--- src/sqic_pkg.sv ---
package sqic_pkg;
    // ------------------------------------------------------------------
    // register offsets
    // ------------------------------------------------------------------
    localparam logic [7:0] ADDR_P2_Q0     = 8'hB6;
    localparam logic [7:0] ADDR_P3_Q3     = 8'hB7;
    localparam logic [7:0] ADDR_P3_Q2     = 8'hB8;
    localparam logic [7:0] ADDR_P3_Q1     = 8'hB9;
    localparam logic [7:0] ADDR_P3_Q0     = 8'hBA;
    localparam logic [7:0] ADDR_IRQ_EN    = 8'hBB;
    localparam logic [7:0] ADDR_LC_STATUS = 8'hBC;
    localparam logic [7:0] ADDR_PAUSE_LIM = 8'hBD;
    localparam logic [7:0] ADDR_THRESH    = 8'hC0;
    localparam logic [7:0] ADDR_REGUL     = 8'hC1;

    // ------------------------------------------------------------------
    // field positions and values after reset
    // ------------------------------------------------------------------
    localparam int         SEL_BIT        = 7;
    localparam logic       SEL_RST        = 1'b1;
    localparam logic [6:0] WEIGHT_Q3      = 7'h08;
    localparam logic [6:0] WEIGHT_Q2      = 7'h04;
    localparam logic [6:0] WEIGHT_Q1      = 7'h02;
    localparam logic [6:0] WEIGHT_Q0      = 7'h01;
    localparam logic [7:0] IRQ_EN_RST     = 8'h00;
    localparam logic [7:0] LC_STATUS_RST  = 8'h00;
    localparam int         LC_P12_BIT     = 7;
    localparam int         LC_P3_BIT      = 2;
    localparam int         LC_P2_BIT      = 1;
    localparam int         LC_P1_BIT      = 0;
    localparam logic [7:0] PAUSE_LIM_RST  = 8'h00;
    localparam int         PAUSE_EN_BIT   = 0;
    localparam logic [7:0] THRESH_VAL     = 8'h03;
    localparam logic [7:0] REGUL_RST      = 8'h00;
    localparam int         REGUL_DIS_BIT  = 6;
    localparam logic [7:0] REGUL_WR_MASK  = 8'h40;

    // ------------------------------------------------------------------
    // timing
    // ------------------------------------------------------------------
    localparam int         CLK_FREQ_HZ    = 125_000_000;
    localparam int         PAUSE_TIME_MS  = 160;
    localparam int         PAUSE_CYCLES   = (PAUSE_TIME_MS * (CLK_FREQ_HZ / 1000) + 0) < 1 ?
                                            1 : PAUSE_TIME_MS * (CLK_FREQ_HZ / 1000);
    localparam int         PAUSE_CNT_W    = 25;
endpackage : sqic_pkg

--- src/sqic_regs.sv ---
// Overview of operation
// - all select bits clear, global clear: strict priority
// - select set, four queues: weighted 8:4:2:1
// - select set, two queues: weighted 2:1
// - low seven bits read fixed weights 8,4,2,1
// - eight-bit interrupt enable register, reset zero
// - status bits clear on writing one
// - bit 7 sets on port 1/2 copper change
// - bit 2 sets on port 3 interface change
// - bit 1 sets on port 2 copper change
// - bit 0 sets on port 1 any change
// - limit enabled: invalidate after 160 ms pause
// - regulator bit 6 disables regulator, reset zero
`timescale 1ns/100ps
`default_nettype none
module sqic_regs
    import sqic_pkg::*;
#(
    parameter int PAUSE_LIMIT_CYCLES = sqic_pkg::PAUSE_CYCLES
)(
    input  wire logic       clk,
    input  wire logic       rst_b,
    // register port
    input  wire logic [7:0] reg_addr,
    input  wire logic [7:0] reg_wdata,
    input  wire logic       reg_wr,
    input  wire logic       reg_rd,
    output logic      [7:0] reg_rdata,
    // link state pins
    input  wire logic       p1_copper_link,
    input  wire logic       p1_mii_link,
    input  wire logic       p2_copper_link,
    input  wire logic       p3_mii_link,
    // flow control
    input  wire logic       pause_active,
    output logic            flow_ctrl_invalidate,
    // egress queue scheduling
    input  wire logic       global_prio,
    input  wire logic [2:0] p2_upper_sel,
    input  wire logic       p2_two_queue,
    input  wire logic [3:0] p2_egress_queue_req,
    input  wire logic       p2_egress_queue_take,
    output logic      [3:0] p2_egress_queue_grant,
    output logic            p2_egress_queue_valid,
    input  wire logic       p3_two_queue,
    input  wire logic [3:0] p3_egress_queue_req,
    input  wire logic       p3_egress_queue_take,
    output logic      [3:0] p3_egress_queue_grant,
    output logic            p3_egress_queue_valid,
    // misc outputs
    output logic            irq_out_low,
    output logic            regulator_disable
);
    import sqic_pkg::*;

    // ------------------------------------------------------------------
    // link pin synchronisers and change detect
    // ------------------------------------------------------------------
    // one bit per monitored link, shared by the stages below
    logic [3:0] link_pin;
    logic [3:0] sync_a;
    logic [3:0] sync_b;
    logic [3:0] sync_c;
    logic [3:0] link_stable;
    logic [3:0] link_change;

    // order: 0 = p1 copper, 1 = p1 mii, 2 = p2 copper, 3 = p3 mii
    assign link_pin = {p3_mii_link, p2_copper_link, p1_mii_link, p1_copper_link};

    // pins are asynchronous to clk; the third stage keeps a metastable
    // second stage from being counted as a real change
    genvar gi;
    generate
        for (gi = 0; gi < 4; gi++) begin : g_link
            // three stages; a change counts once stages two and three agree
            always_ff @(posedge clk or negedge rst_b) begin
                if (!rst_b) begin
                    sync_a[gi] <= 1'b0;
                    sync_b[gi] <= 1'b0;
                    sync_c[gi] <= 1'b0;
                end else begin
                    sync_a[gi] <= link_pin[gi];
                    sync_b[gi] <= sync_a[gi];
                    sync_c[gi] <= sync_b[gi];
                end
            end

            // compare against the stable copy, not the previous sample
            assign link_change[gi] = (sync_b[gi] == sync_c[gi]) &&
                                     (sync_c[gi] != link_stable[gi]);

            // stable copy starts at link-down, so a link up at reset reports once
            always_ff @(posedge clk or negedge rst_b) begin
                if (!rst_b) begin
                    link_stable[gi] <= 1'b0;
                end else if (link_change[gi]) begin
                    link_stable[gi] <= sync_c[gi];
                end
            end
        end
    endgenerate

    // ------------------------------------------------------------------
    // address decode
    // ------------------------------------------------------------------
    // full eight-bit compare; offsets outside the map decode to nothing,
    // so stray writes there are simply dropped
    wire wr_p2_q0  = reg_wr && (reg_addr == ADDR_P2_Q0);
    wire wr_p3_q3  = reg_wr && (reg_addr == ADDR_P3_Q3);
    wire wr_p3_q2  = reg_wr && (reg_addr == ADDR_P3_Q2);
    wire wr_p3_q1  = reg_wr && (reg_addr == ADDR_P3_Q1);
    wire wr_p3_q0  = reg_wr && (reg_addr == ADDR_P3_Q0);
    wire wr_irq_en = reg_wr && (reg_addr == ADDR_IRQ_EN);
    wire wr_status = reg_wr && (reg_addr == ADDR_LC_STATUS);
    wire wr_pause  = reg_wr && (reg_addr == ADDR_PAUSE_LIM);
    wire wr_regul  = reg_wr && (reg_addr == ADDR_REGUL);

    // ------------------------------------------------------------------
    // queue select bits (only bit 7 is writable)
    // ------------------------------------------------------------------
    // the low seven bits are fixed weights and need no storage;
    // select bits reset to one, so a fresh port runs weighted
    logic       p2_q0_sel;
    logic [3:0] p3_sel;

    always_ff @(posedge clk or negedge rst_b) begin
        if (!rst_b) begin
            p2_q0_sel <= SEL_RST;
            p3_sel    <= {4{SEL_RST}};
        end else begin
            if (wr_p2_q0) p2_q0_sel <= reg_wdata[SEL_BIT];
            if (wr_p3_q3) p3_sel[3] <= reg_wdata[SEL_BIT];
            if (wr_p3_q2) p3_sel[2] <= reg_wdata[SEL_BIT];
            if (wr_p3_q1) p3_sel[1] <= reg_wdata[SEL_BIT];
            if (wr_p3_q0) p3_sel[0] <= reg_wdata[SEL_BIT];
        end
    end

    // ------------------------------------------------------------------
    // interrupt enable, pause limit and regulator control
    // ------------------------------------------------------------------
    logic [7:0] link_irq_enable;
    logic [7:0] pause_off_time_limit;
    logic [7:0] core_regulator_control;

    // one register each; writes land at the edge that takes reg_wr
    always_ff @(posedge clk or negedge rst_b) begin
        if (!rst_b) begin
            link_irq_enable        <= IRQ_EN_RST;
            pause_off_time_limit   <= PAUSE_LIM_RST;
            core_regulator_control <= REGUL_RST;
        end else begin
            if (wr_irq_en) link_irq_enable <= reg_wdata;
            if (wr_pause)  pause_off_time_limit <= reg_wdata;
            // reserved bits of the regulator register stay zero
            if (wr_regul)  core_regulator_control <= reg_wdata & REGUL_WR_MASK;
        end
    end

    // output follows the stored bit; reserved bits never reach it
    assign regulator_disable = core_regulator_control[REGUL_DIS_BIT];

    // ------------------------------------------------------------------
    // link change status, write one to clear, set wins
    // ------------------------------------------------------------------
    // status bits 6:3 are never set, so they always read zero;
    // a clear and a pin change in one cycle keep the flag, so no
    // change is lost between a read and its clear
    logic [7:0] link_change_flag;
    logic [7:0] lc_set;
    logic [7:0] lc_clr;
    logic [7:0] next_link_change_flag;

    assign lc_set[LC_P12_BIT] = link_change[0] | link_change[2];
    assign lc_set[6:3]        = 4'h0;
    assign lc_set[LC_P3_BIT]  = link_change[3];
    assign lc_set[LC_P2_BIT]  = link_change[2];
    assign lc_set[LC_P1_BIT]  = link_change[0] | link_change[1];

    // writes to any other offset leave the status alone
    assign lc_clr = wr_status ? reg_wdata : 8'h00;
    // a change landing in the clearing cycle is kept
    assign next_link_change_flag = (link_change_flag & ~lc_clr) | lc_set;

    // single register holds every status bit
    always_ff @(posedge clk or negedge rst_b) begin
        if (!rst_b) begin
            link_change_flag <= LC_STATUS_RST;
        end else begin
            link_change_flag <= next_link_change_flag;
        end
    end

    // registered pin, so it never glitches on the decode
    // costs one cycle of latency after a flag sets or clears
    always_ff @(posedge clk or negedge rst_b) begin
        if (!rst_b) begin
            irq_out_low <= 1'b1;
        end else begin
            irq_out_low <= ~|(link_change_flag & link_irq_enable);
        end
    end

    // ------------------------------------------------------------------
    // pause-off time limit
    // ------------------------------------------------------------------
    // the limit counts core clock cycles; the default keeps the full
    // span, and a short value can be passed in for quick runs
    logic [PAUSE_CNT_W-1:0] pause_cnt;
    wire                    pause_limit_en = pause_off_time_limit[PAUSE_EN_BIT];
    wire                    pause_expire   = pause_active && pause_limit_en &&
        (pause_cnt == PAUSE_CNT_W'(PAUSE_LIMIT_CYCLES - 1));

    // counter restarts whenever the pause drops, so only continuous pause counts
    always_ff @(posedge clk or negedge rst_b) begin
        if (!rst_b) begin
            pause_cnt <= '0;
        end else if (!pause_active || !pause_limit_en || pause_expire) begin
            pause_cnt <= '0;
        end else begin
            pause_cnt <= pause_cnt + 1'b1;
        end
    end

    // one-cycle request pulse; the counter restarts for the next one
    always_ff @(posedge clk or negedge rst_b) begin
        if (!rst_b) begin
            flow_ctrl_invalidate <= 1'b0;
        end else begin
            flow_ctrl_invalidate <= pause_expire;
        end
    end

    // ------------------------------------------------------------------
    // read mux
    // ------------------------------------------------------------------
    // reads have no side effect; status bits clear only by writes
    wire [7:0] rd_p2_q0 = {p2_q0_sel, WEIGHT_Q0};
    wire [7:0] rd_p3_q3 = {p3_sel[3], WEIGHT_Q3};
    wire [7:0] rd_p3_q2 = {p3_sel[2], WEIGHT_Q2};
    wire [7:0] rd_p3_q1 = {p3_sel[1], WEIGHT_Q1};
    wire [7:0] rd_p3_q0 = {p3_sel[0], WEIGHT_Q0};
    logic [7:0] rd_mux;

    // combinational select of the addressed register
    always_comb begin
        unique case (reg_addr)
            ADDR_P2_Q0:     rd_mux = rd_p2_q0;
            ADDR_P3_Q3:     rd_mux = rd_p3_q3;
            ADDR_P3_Q2:     rd_mux = rd_p3_q2;
            ADDR_P3_Q1:     rd_mux = rd_p3_q1;
            ADDR_P3_Q0:     rd_mux = rd_p3_q0;
            ADDR_IRQ_EN:    rd_mux = link_irq_enable;
            ADDR_LC_STATUS: rd_mux = link_change_flag;
            ADDR_PAUSE_LIM: rd_mux = pause_off_time_limit;
            ADDR_THRESH:    rd_mux = THRESH_VAL;
            ADDR_REGUL:     rd_mux = core_regulator_control;
            default:        rd_mux = 8'h00;     // unmapped reads as zero
        endcase
    end

    // read data holds until the next read strobe
    // reading an unmapped offset still updates the data, to zero
    always_ff @(posedge clk or negedge rst_b) begin
        if (!rst_b) begin
            reg_rdata <= 8'h00;
        end else if (reg_rd) begin
            reg_rdata <= rd_mux;
        end
    end

    // ------------------------------------------------------------------
    // egress schedulers for ports 2 and 3
    // ------------------------------------------------------------------
    // strict only when every select bit and the global bit are clear
    // port 2 upper select bits live outside this block and come in
    // as levels; only its queue 0 select bit is kept here
    wire p2_weighted = (|p2_upper_sel) | p2_q0_sel | global_prio;
    wire p3_weighted = (|p3_sel) | global_prio;

    sqic_sched u_p2_sched (
        .clk         (clk),
        .rst_b       (rst_b),
        .weighted    (p2_weighted),
        .two_queue   (p2_two_queue),
        .queue_req   (p2_egress_queue_req),
        .take        (p2_egress_queue_take),
        .grant       (p2_egress_queue_grant),
        .grant_valid (p2_egress_queue_valid)
    );

    // port 3 keeps all four select bits locally
    sqic_sched u_p3_sched (
        .clk         (clk),
        .rst_b       (rst_b),
        .weighted    (p3_weighted),
        .two_queue   (p3_two_queue),
        .queue_req   (p3_egress_queue_req),
        .take        (p3_egress_queue_take),
        .grant       (p3_egress_queue_grant),
        .grant_valid (p3_egress_queue_valid)
    );
endmodule : sqic_regs
`default_nettype wire

--- src/sqic_sched.sv ---
`timescale 1ns/100ps
`default_nettype none
module sqic_sched
    import sqic_pkg::*;
(
    input  wire logic       clk,
    input  wire logic       rst_b,
    input  wire logic       weighted,
    input  wire logic       two_queue,
    input  wire logic [3:0] queue_req,
    input  wire logic       take,
    output logic      [3:0] grant,
    output logic            grant_valid
);
    // ------------------------------------------------------------------
    // selection
    // ------------------------------------------------------------------
    logic [3:0] credit [4];
    logic [3:0] eff_req;
    logic [3:0] credit_nz;
    logic [3:0] elig;
    logic       reload;
    logic [3:0] pick;
    logic       fire;

    function automatic logic [3:0] sqic_top1(input logic [3:0] v);
        logic [3:0] r;
        r = 4'h0;
        if (v[3]) r = 4'h8;
        else if (v[2]) r = 4'h4;
        else if (v[1]) r = 4'h2;
        else if (v[0]) r = 4'h1;
        return r;
    endfunction : sqic_top1

    // two-queue ports use only the two low queues
    assign eff_req   = two_queue ? {2'b00, queue_req[1:0]} : queue_req;
    assign credit_nz = {|credit[3], |credit[2], |credit[1], |credit[0]};
    assign elig      = eff_req & credit_nz;
    assign reload    = weighted && (elig == 4'h0);
    // strict: highest requester; weighted: highest with credit left
    assign pick      = (!weighted || reload) ? sqic_top1(eff_req) : sqic_top1(elig);
    assign fire      = take && (eff_req != 4'h0);

    // ------------------------------------------------------------------
    // credits, refilled 8:4:2:1 (2:1 on two-queue ports) per round
    // ------------------------------------------------------------------
    always_ff @(posedge clk or negedge rst_b) begin
        if (!rst_b) begin
            credit[3] <= WEIGHT_Q3[3:0];
            credit[2] <= WEIGHT_Q2[3:0];
            credit[1] <= WEIGHT_Q1[3:0];
            credit[0] <= WEIGHT_Q0[3:0];
        end else if (fire && weighted) begin
            credit[3] <= (reload ? WEIGHT_Q3[3:0] : credit[3]) - {3'b000, pick[3]};
            credit[2] <= (reload ? WEIGHT_Q2[3:0] : credit[2]) - {3'b000, pick[2]};
            credit[1] <= (reload ? WEIGHT_Q1[3:0] : credit[1]) - {3'b000, pick[1]};
            credit[0] <= (reload ? WEIGHT_Q0[3:0] : credit[0]) - {3'b000, pick[0]};
        end
    end

    // grant is a one-cycle registered pulse per take
    always_ff @(posedge clk or negedge rst_b) begin
        if (!rst_b) begin
            grant       <= 4'h0;
            grant_valid <= 1'b0;
        end else begin
            grant       <= fire ? pick : 4'h0;
            grant_valid <= fire;
        end
    end
endmodule : sqic_sched
`default_nettype wire

--- config.mk ---
export PLATFORM = sky130hd
export DESIGN_NAME = sqic_regs
export DESIGN_NICKNAME = d
export VERILOG_FILES = /design/src/sqic_pkg.sv /design/src/sqic_regs.sv /design/src/sqic_sched.sv
export SDC_FILE = /design/constraint.sdc
export NUM_CORES = 1
export LEC_CHECK = 0
export BUFFER_PORTS_ARGS = -buffer_cell sky130_fd_sc_hd__buf_2
export CAP_MARGIN = 20
export CORE_MARGIN = 1.5
export CORE_UTILIZATION = 60
export DETAILED_ROUTE_END_ITERATION = 8
export PLACE_DENSITY = 0.83
export REMOVE_ABC_BUFFERS = 1
export SYNTH_ARGS = -nofsm -noshare
export SYNTH_HDL_FRONTEND = slang
export SYNTH_HIERARCHICAL = 1
export SYNTH_SLANG_ARGS = --single-unit
--- constraint.sdc ---
create_clock -name clk -period 3.8 [get_ports clk]
set_clock_uncertainty 0.15 [all_clocks]
set_input_delay 0.76 -clock clk [delete_from_list [all_inputs] [get_ports clk]]
set_output_delay 0.76 -clock clk [all_outputs]
set_load 0.01 [all_outputs]
==> results_dict.tcl, run 1 <==
set metrics [dict create \
    outcome "complete, no violations" \
    worstReg2RegStart "u_p3_sched/credit[4]$_DFFE_PN0P_" \
    ys_types 74 \
    grt-ovfl-total 0 \
    cts_sinks 123 \
    ys_ff_latch 123 \
    critPathRequiredTime_ns 4.04 \
    grt_util_all_layers_pct 26.5 \
    maxSlewViolCount 0 \
    p_int_mw 2.87 \
    leakage_nw 3.18 \
    cp_cell_sequence "nor4_1 -> o22ai_2 -> or2_1 -> a31oi_2 -> ha_1 -> ha_1 -> nand2_1 -> mux2i_1 -> a21oi_1" \
    post-cts-setup-buffers 0 \
    finalSetupViolCount 0 \
    remaining_drc_errors 0 \
    gp_congestion 0.896 \
    hold_slack_ns 0.101 \
    numPlacedInstances 796 \
    end_kind "flop" \
    clk_path_buf_depth 2 \
    critPathMaxFanout 9 \
    dieArea_mm2 0.0114 \
    die_h_um 107 \
    power.net_switching_mw 1.29 \
    r2r_slack_ns 0.99 \
    instances_no_fill 829 \
    wl_per_cell_um 17.3 \
    core-area_mm2 0.0104 \
    power_mw 4.17 \
    post-route-util_pct 70.9 \
    ant_nets 0 \
    wirelength_mm 14.3 \
    wl_met3_um 757 \
    fin_tns_setup_ns 0 \
    synth_cells 624 \
    grt_max_degree 50 \
    pre_cts_ws_ns 0.872 \
    yosys.area.top_type "dfrtp_1" \
    syn_avg_cell_area_um2 10.4 \
    rows 37 \
    placed_area_mm2 0.00683 \
    combPwrFrac_pct 21.6 \
    seqPwrFrac_pct 42.5 \
    synthArstFlopShare_pct 100 \
    drive_gt1_share_pct 24.9 \
    antenna_found_initial 1 \
    layout.nets 737 \
    grt_pass1_vias 5126 \
    port-buffer-count 61 \
    dp_hpwl_mm 9.77 \
    m1WireLength_mm 6.18 \
    grt_pass1_wl_mm 24.0 \
    powerDensity_mw_per_mm2 564 \
    clkPwrFrac_pct 35.9 \
    path_delay_family "simple AND/OR/NAND/NOR gates" \
    vdd_ir_drop_max_v 0.000461 \
    drt_iter0_drc 324 \
    startpoint_type "flop" \
    r2r_cells 9 \
    hold_buffers 0 \
    fin_crit_sh_pct 74.0 \
    clk_latency_ns 0.53 \
    netlist_area_mm2 0.00648 \
    vias 5187 \
    clk_pin_slew_ns 0.06 \
    cts_buffers 17 \
    path_class "reg2reg" \
    ys_warn_count 6 \
    fmax_mhz 356 \
    tightest_slew_ns 1.02 \
    root_buffer "clkbuf_8" \
    initial_core_util_pct 62.3 \
    reg2reg_to "u_p3_sched/credit[2]$_DFFE_PN0P_" \
    synthFlopType "dfrtp_1" \
    slowest_delay_ns 0.49 \
    rsz0062_at_grt "false" \
    highest_layer "met4" \
    synth_edf_count 0 \
    synth_area_leaders "dfrtp_1 42%, dfstp_2 5.7%, mux2_2 4.3%, nand2_1 4.3%, ha_1 3.3%" \
    synth_commonest_cells "109 x dfrtp_1, 74 x nand2_1, 39 x nor2_1, 31 x o21ai_0, 29 x a21oi_1" \
    synth_top_area_share_pct 42.1 \
    cp_data_arrival_time_ns 3.05 \
    met2_length_mm 7.04 \
    die-width_um 107 \
    timing.final.crit_period_ns 2.81 \
    p_sw_share_pct 31.1 \
    cap_violations 0 \
    hold_path_class "in2async" \
    cpMaxStageDelayCell "nor4_1" \
    firstDrtPassIters 5 \
    synth_most_common_cell "dfrtp_1" \
    cp_num_buf_inv 0 \
    ctsResizeCount 0 \
    cts_tree "done" \
    routed_via_density 6.26 \
    syn2layout_area_growth_pct 13.9 \
    fin_area_mm2 0.00739 \
    fin_ws_ns 0.988 \
    maxSlewHeadroom_pct 32.0 \
    cp_common_cell "ha_1" \
    io_pins 62 \
    hold_viol 0 \
    cts.htree.levels 4 \
    ys_seq_area_share_pct 47.7 \
]
## routing by layer
layer / vias to the layer above / global-route usage, %
met5: - / 0
met4: 0 / 9.81
met3: 31 / 6.50
met2: 198 / 42.4
met1: 2550 / 35.3
li1: 2408 / -
## logic make-up after synthesis
family / after synthesis / share of synthesized area (%)
AND/OR/NAND/NOR: 237 / 20.1
AO/OA/AOI/OAI: 143 / 16.3
flip-flops: 123 / 47.7
buffers and inverters: 47 / 3.59
multiplexers: 40 / 6.66
adder cells (fa/ha/maj): 21 / 3.90
XOR/XNOR: 13 / 1.76
## worst reg2reg max path, cell delays in order, from the launching register on
cell	delay, ns
dfrtp_1	0.40
nor4_1	0.49
o22ai_2	0.19
or2_1	0.42
a31oi_2	0.27
ha_1	0.24
ha_1	0.22
nand2_1	0.07
mux2i_1	0.13
a21oi_1	0.08
## worst max path at each step
stage | slack (ns) | end | cells past startpoint | from
floorplan | 1.27 | u_p2_sched/credit[2]$_DFFE_PN0P_ | 9 | p2_two_queue
global placement | 0.93 | u_p2_sched/credit[2]$_DFFE_PN0P_ | 10 | p2_two_queue
detailed placement | 0.87 | u_p3_sched/credit[2]$_DFFE_PN0P_ | 10 | p3_two_queue
CTS | 1.03 | u_p3_sched/credit[2]$_DFFE_PN0P_ | 9 | u_p3_sched/credit[4]$_DFFE_PN0P_
global route | 0.84 | u_p3_sched/credit[2]$_DFFE_PN0P_ | 9 | u_p3_sched/credit[4]$_DFFE_PN0P_
finish | 0.99 | u_p3_sched/credit[2]$_DFFE_PN0P_ | 9 | u_p3_sched/credit[4]$_DFFE_PN0P_
## power groups by stage
stage	Clock [mW]	Combinational (mW)	Sequential, mW
finish	1.50	0.900	1.77
global route	1.58	1.02	1.79
CTS	1.52	0.898	1.76
detailed placement	0	0.885	1.78
global placement	0	0.837	1.77
floorplan	0	0.639	1.74
## final cells by class
cell class / count / area (um2)
Antenna cell: 1 / 2.50
Clock buffer: 25 / 494
Clock inverter: 7 / 65.1
Fill cell: 734 / 3030
Inverter: 18 / 67.6
Multi-Input combinational cell: 454 / 3160
Sequential cell: 123 / 3100
Tap cell: 136 / 170
Timing Repair Buffer: 65 / 338
## layout by cell type, fill, tap and decap left out, drive strengths merged, types with 4 or more instances in the layout
master,count
a211o,4
a211oi,10
a21boi,4
a21oi,29
a22oi,8
a31oi,10
and2,11
and4,4
buf,65
clkbuf,25
clkinv,4
dfrtp,109
dfstp,14
ha,17
inv,18
maj3,4
mux2,25
mux2i,15
nand2,76
nand2b,9
nand3,13
nand4,7
nor2,39
nor2b,4
nor3,24
nor4,13
o21ai,33
o22ai,7
o31ai,9
o41ai,4
or2,7
or3,6
or4,13
xnor2,9
xor2,4
## sequential cells by signal (all words and copies together) (netlist names), 8 cells and up
register              cells
link_irq_enable           8
reg_rdata                 8
link_change_flag          8
pause_cnt                25
pause_off_time_limit      8
u_p3_sched/credit        16
u_p2_sched/credit        16
Power figures use the tool's default switching activity.
==> inputs of run 2 (changes only) <==
--- a/config.mk
+++ b/config.mk
@@ -8,9 +8,9 @@
 export BUFFER_PORTS_ARGS = -buffer_cell sky130_fd_sc_hd__buf_2
 export CAP_MARGIN = 20
 export CORE_MARGIN = 1.5
-export CORE_UTILIZATION = 60
+export CORE_UTILIZATION = 54
 export DETAILED_ROUTE_END_ITERATION = 8
-export PLACE_DENSITY = 0.83
+export PLACE_DENSITY = 0.79
 export REMOVE_ABC_BUFFERS = 1
 export SYNTH_ARGS = -nofsm -noshare
 export SYNTH_HDL_FRONTEND = slang
==> constraint.sdc (replaced) <==
create_clock -name clk -period 2.45 [get_ports clk]
set_clock_uncertainty 0.15 [all_clocks]
set_input_delay 0.49 -clock clk [delete_from_list [all_inputs] [get_ports clk]]
set_output_delay 0.49 -clock clk [all_outputs]
set_load 0.01 [all_outputs]
==> results_dict.tcl, run 2 (synthesis gave the netlist of run 1 again) <==
set metrics [dict create \
    root_buffer "clkbuf_16" \
    io_pins 62 \
    drt_iter0_drc 355 \
    cp_num_buf_inv 1 \
    syn2layout_area_growth_pct 23.7 \
    regMostFlops "pause_cnt" \
    rsz0062_at_grt "true" \
    maxSlewViolCount 0 \
    wl_per_cell_um 18.1 \
    initial_core_util_pct 56.1 \
    vias 5335 \
    fin_area_mm2 0.00802 \
    startpoint_type "flop" \
    path_class "reg2reg" \
    power_mw 7.30 \
    antenna_found_initial 1 \
    dieArea_mm2 0.0127 \
    die_h_um 113 \
    cap_violations 0 \
    post-route-util_pct 69.4 \
    cpMaxStageDelayCell "dfrtp_1" \
    slowest_delay_ns 0.43 \
    grt_pass1_vias 5318 \
    die-width_um 113 \
    ant_nets 0 \
    wirelength_mm 16.0 \
    routed_via_density 6.06 \
    core-area_mm2 0.0116 \
    clk_latency_ns 0.42 \
    largest_reg_flops 25 \
    grt_util_all_layers_pct 25.7 \
    cts_tree "done" \
    rows 39 \
    top_regs "pause_cnt x25, u_p2_sched/credit x16, u_p3_sched/credit x16" \
    remaining_drc_errors 0 \
    firstDrtPassIters 5 \
    hold_viol 0 \
    num-fill-cells 832 \
    critPathMaxFanout 5 \
    end_kind "flop" \
    port-buffer-count 61 \
    powerDensity_mw_per_mm2 910 \
    gp_congestion 0.900 \
    hold_path_class "in2reg" \
    outcome "complete, no violations" \
    grt_pass1_wl_mm 25.8 \
    most-common-layout-cells "108 x dfrtp_1, 71 x nand2_1, 60 x buf_2" \
    leakage_nw 3.45 \
    finalSetupViolCount 0 \
    grt_max_degree 46 \
    critPathRequiredTime_ns 2.57 \
    cts_buffers 17 \
    final_common_cell "dfrtp_1" \
    fin_crit_sh_pct 99.9 \
    timing.final.crit_period_ns 2.45 \
    clk_path_buf_depth 2 \
    fin_tns_setup_ns 0 \
    dp_hpwl_mm 10.3 \
    cp_data_arrival_time_ns 2.57 \
    cts.htree.levels 4 \
    tightest_slew_ns 0.526 \
    path_delay_family "simple AND/OR/NAND/NOR gates" \
    cp_cell_sequence "nor4_4 -> o22ai_2 -> buf_6 -> o21a_1 -> nor2_2 -> ha_2 -> ha_4 -> nand2_1 -> mux2i_1 -> a21oi_1" \
    maxSlewHeadroom_pct 64.9 \
    cts_sinks 123 \
    regArea_mm2 0.00310 \
    fmax_mhz 409 \
    clk_pin_slew_ns 0.06 \
    placed_area_mm2 0.00705 \
    layout.nets 782 \
    vdd_ir_drop_max_v 0.000610 \
    multi_input_area_mm2 0.00337 \
    grt-ovfl-total 0 \
    drive_gt1_share_pct 33.6 \
]
==> run 2: cell count changes in the layout (fill, tap and decap cells not counted), sizes merged <==
| cell | previous run | this run |
|---|---|---|
| bufinv | 1 | 3 |
| clkinvlp | 2 | 0 |
| clkbuf | 25 | 24 |
| buf | 65 | 109 |
| clkinv | 4 | 5 |
| dlygate4sd3 | 0 | 1 |
==> run 2: per-layer routing <==
metal	global-route usage, %	routed length (um)	part of all wire [%]	vias to the layer above
li1	-	-	-	2500
met1	32.8	6890	43	2619
met2	42.3	7970	50	173
met3	5.67	685	4.3	43
met4	11.2	430	2.7	0
met5	0	0	0	-
==> run 2: path summary, 6_finish.rpt <==
check,startpoint,end,slack (ns),cells after the start
min in group asynchronous,rst_b,reg_rdata[4]$_DFFE_PN0P_,0.44,2
worst max register to register,u_p2_sched/credit[0]$_DFFE_PN0P_,u_p2_sched/credit[14]$_DFFE_PN0P_,0.003,10
worst min-delay path,p1_copper_link,sync_a[0]$_DFF_PN0_,0.02,1
worst max-delay path,u_p2_sched/credit[0]$_DFFE_PN0P_,u_p2_sched/credit[14]$_DFFE_PN0P_,0.003,10
worst min register to register,sync_a[2]$_DFF_PN0_,sync_b[2]$_DFF_PN0_,0.20,0
max in group asynchronous,rst_b,u_p2_sched/credit[12]$_DFFE_PN1P_,1.02,3
==> run 2: layout make-up <==
| type | count | area share, % |
|---|---|---|
| repair buffers | 110 | 8.81 |
| clock buffers | 24 | 6.01 |
| clock inverters | 8 | 1.44 |
| multi-input cells | 454 | 42.0 |
| flip-flops and latches | 123 | 38.6 |
| diodes | 1 | 0.0312 |
| inverters | 18 | 0.842 |
| well taps | 143 | 2.23 |
==> run 2: worst register-to-register path, cell delays in order, from the launching register on <==
cell,delay (ns)
dfrtp_1,0.43
nor4_4,0.40
o22ai_2,0.13
buf_6,0.16
o21a_1,0.17
nor2_2,0.14
ha_2,0.23
ha_4,0.15
nand2_1,0.06
mux2i_1,0.19
a21oi_1,0.10
==> run 2: repair_timing <==
item | in CTS | in global routing
hold buffers | 1 | 0
endpoints found under the setup margin | 9 | 22
buffers inserted | 8 | 11
gates resized for setup | 13 | 39
pin swaps | 7 | 24
endpoints found under the hold margin | 34 | 0
cloned | 0 | 0
==> run 2: through the flow <==
stage / hold WS [ns] / instances / setup slack (ns)
final: 0.0228 / 881 / 0.00290
after global routing: 0.0107 / 881 / -0.0647
after CTS: 0.00484 / 869 / 0.000542
after detailed placement: 0.185 / 828 / -0.0649
after global placement: 0.186 / 828 / -0.0274
after floorplan: 0.0444 / 595 / 0.00994
==> run 2: where the power goes <==
| part | total [mW] | switching [mW] | leakage, nW | internal [mW] |
|---|---|---|---|---|
| logic | 1.99 | 1.04 | 1.59 | 0.944 |
| clock network | 2.55 | 0.877 | 0.298 | 1.67 |
| registers | 2.77 | 0.377 | 1.57 | 2.39 |
| total | 7.30 | 2.30 | 3.45 | 5.00 |
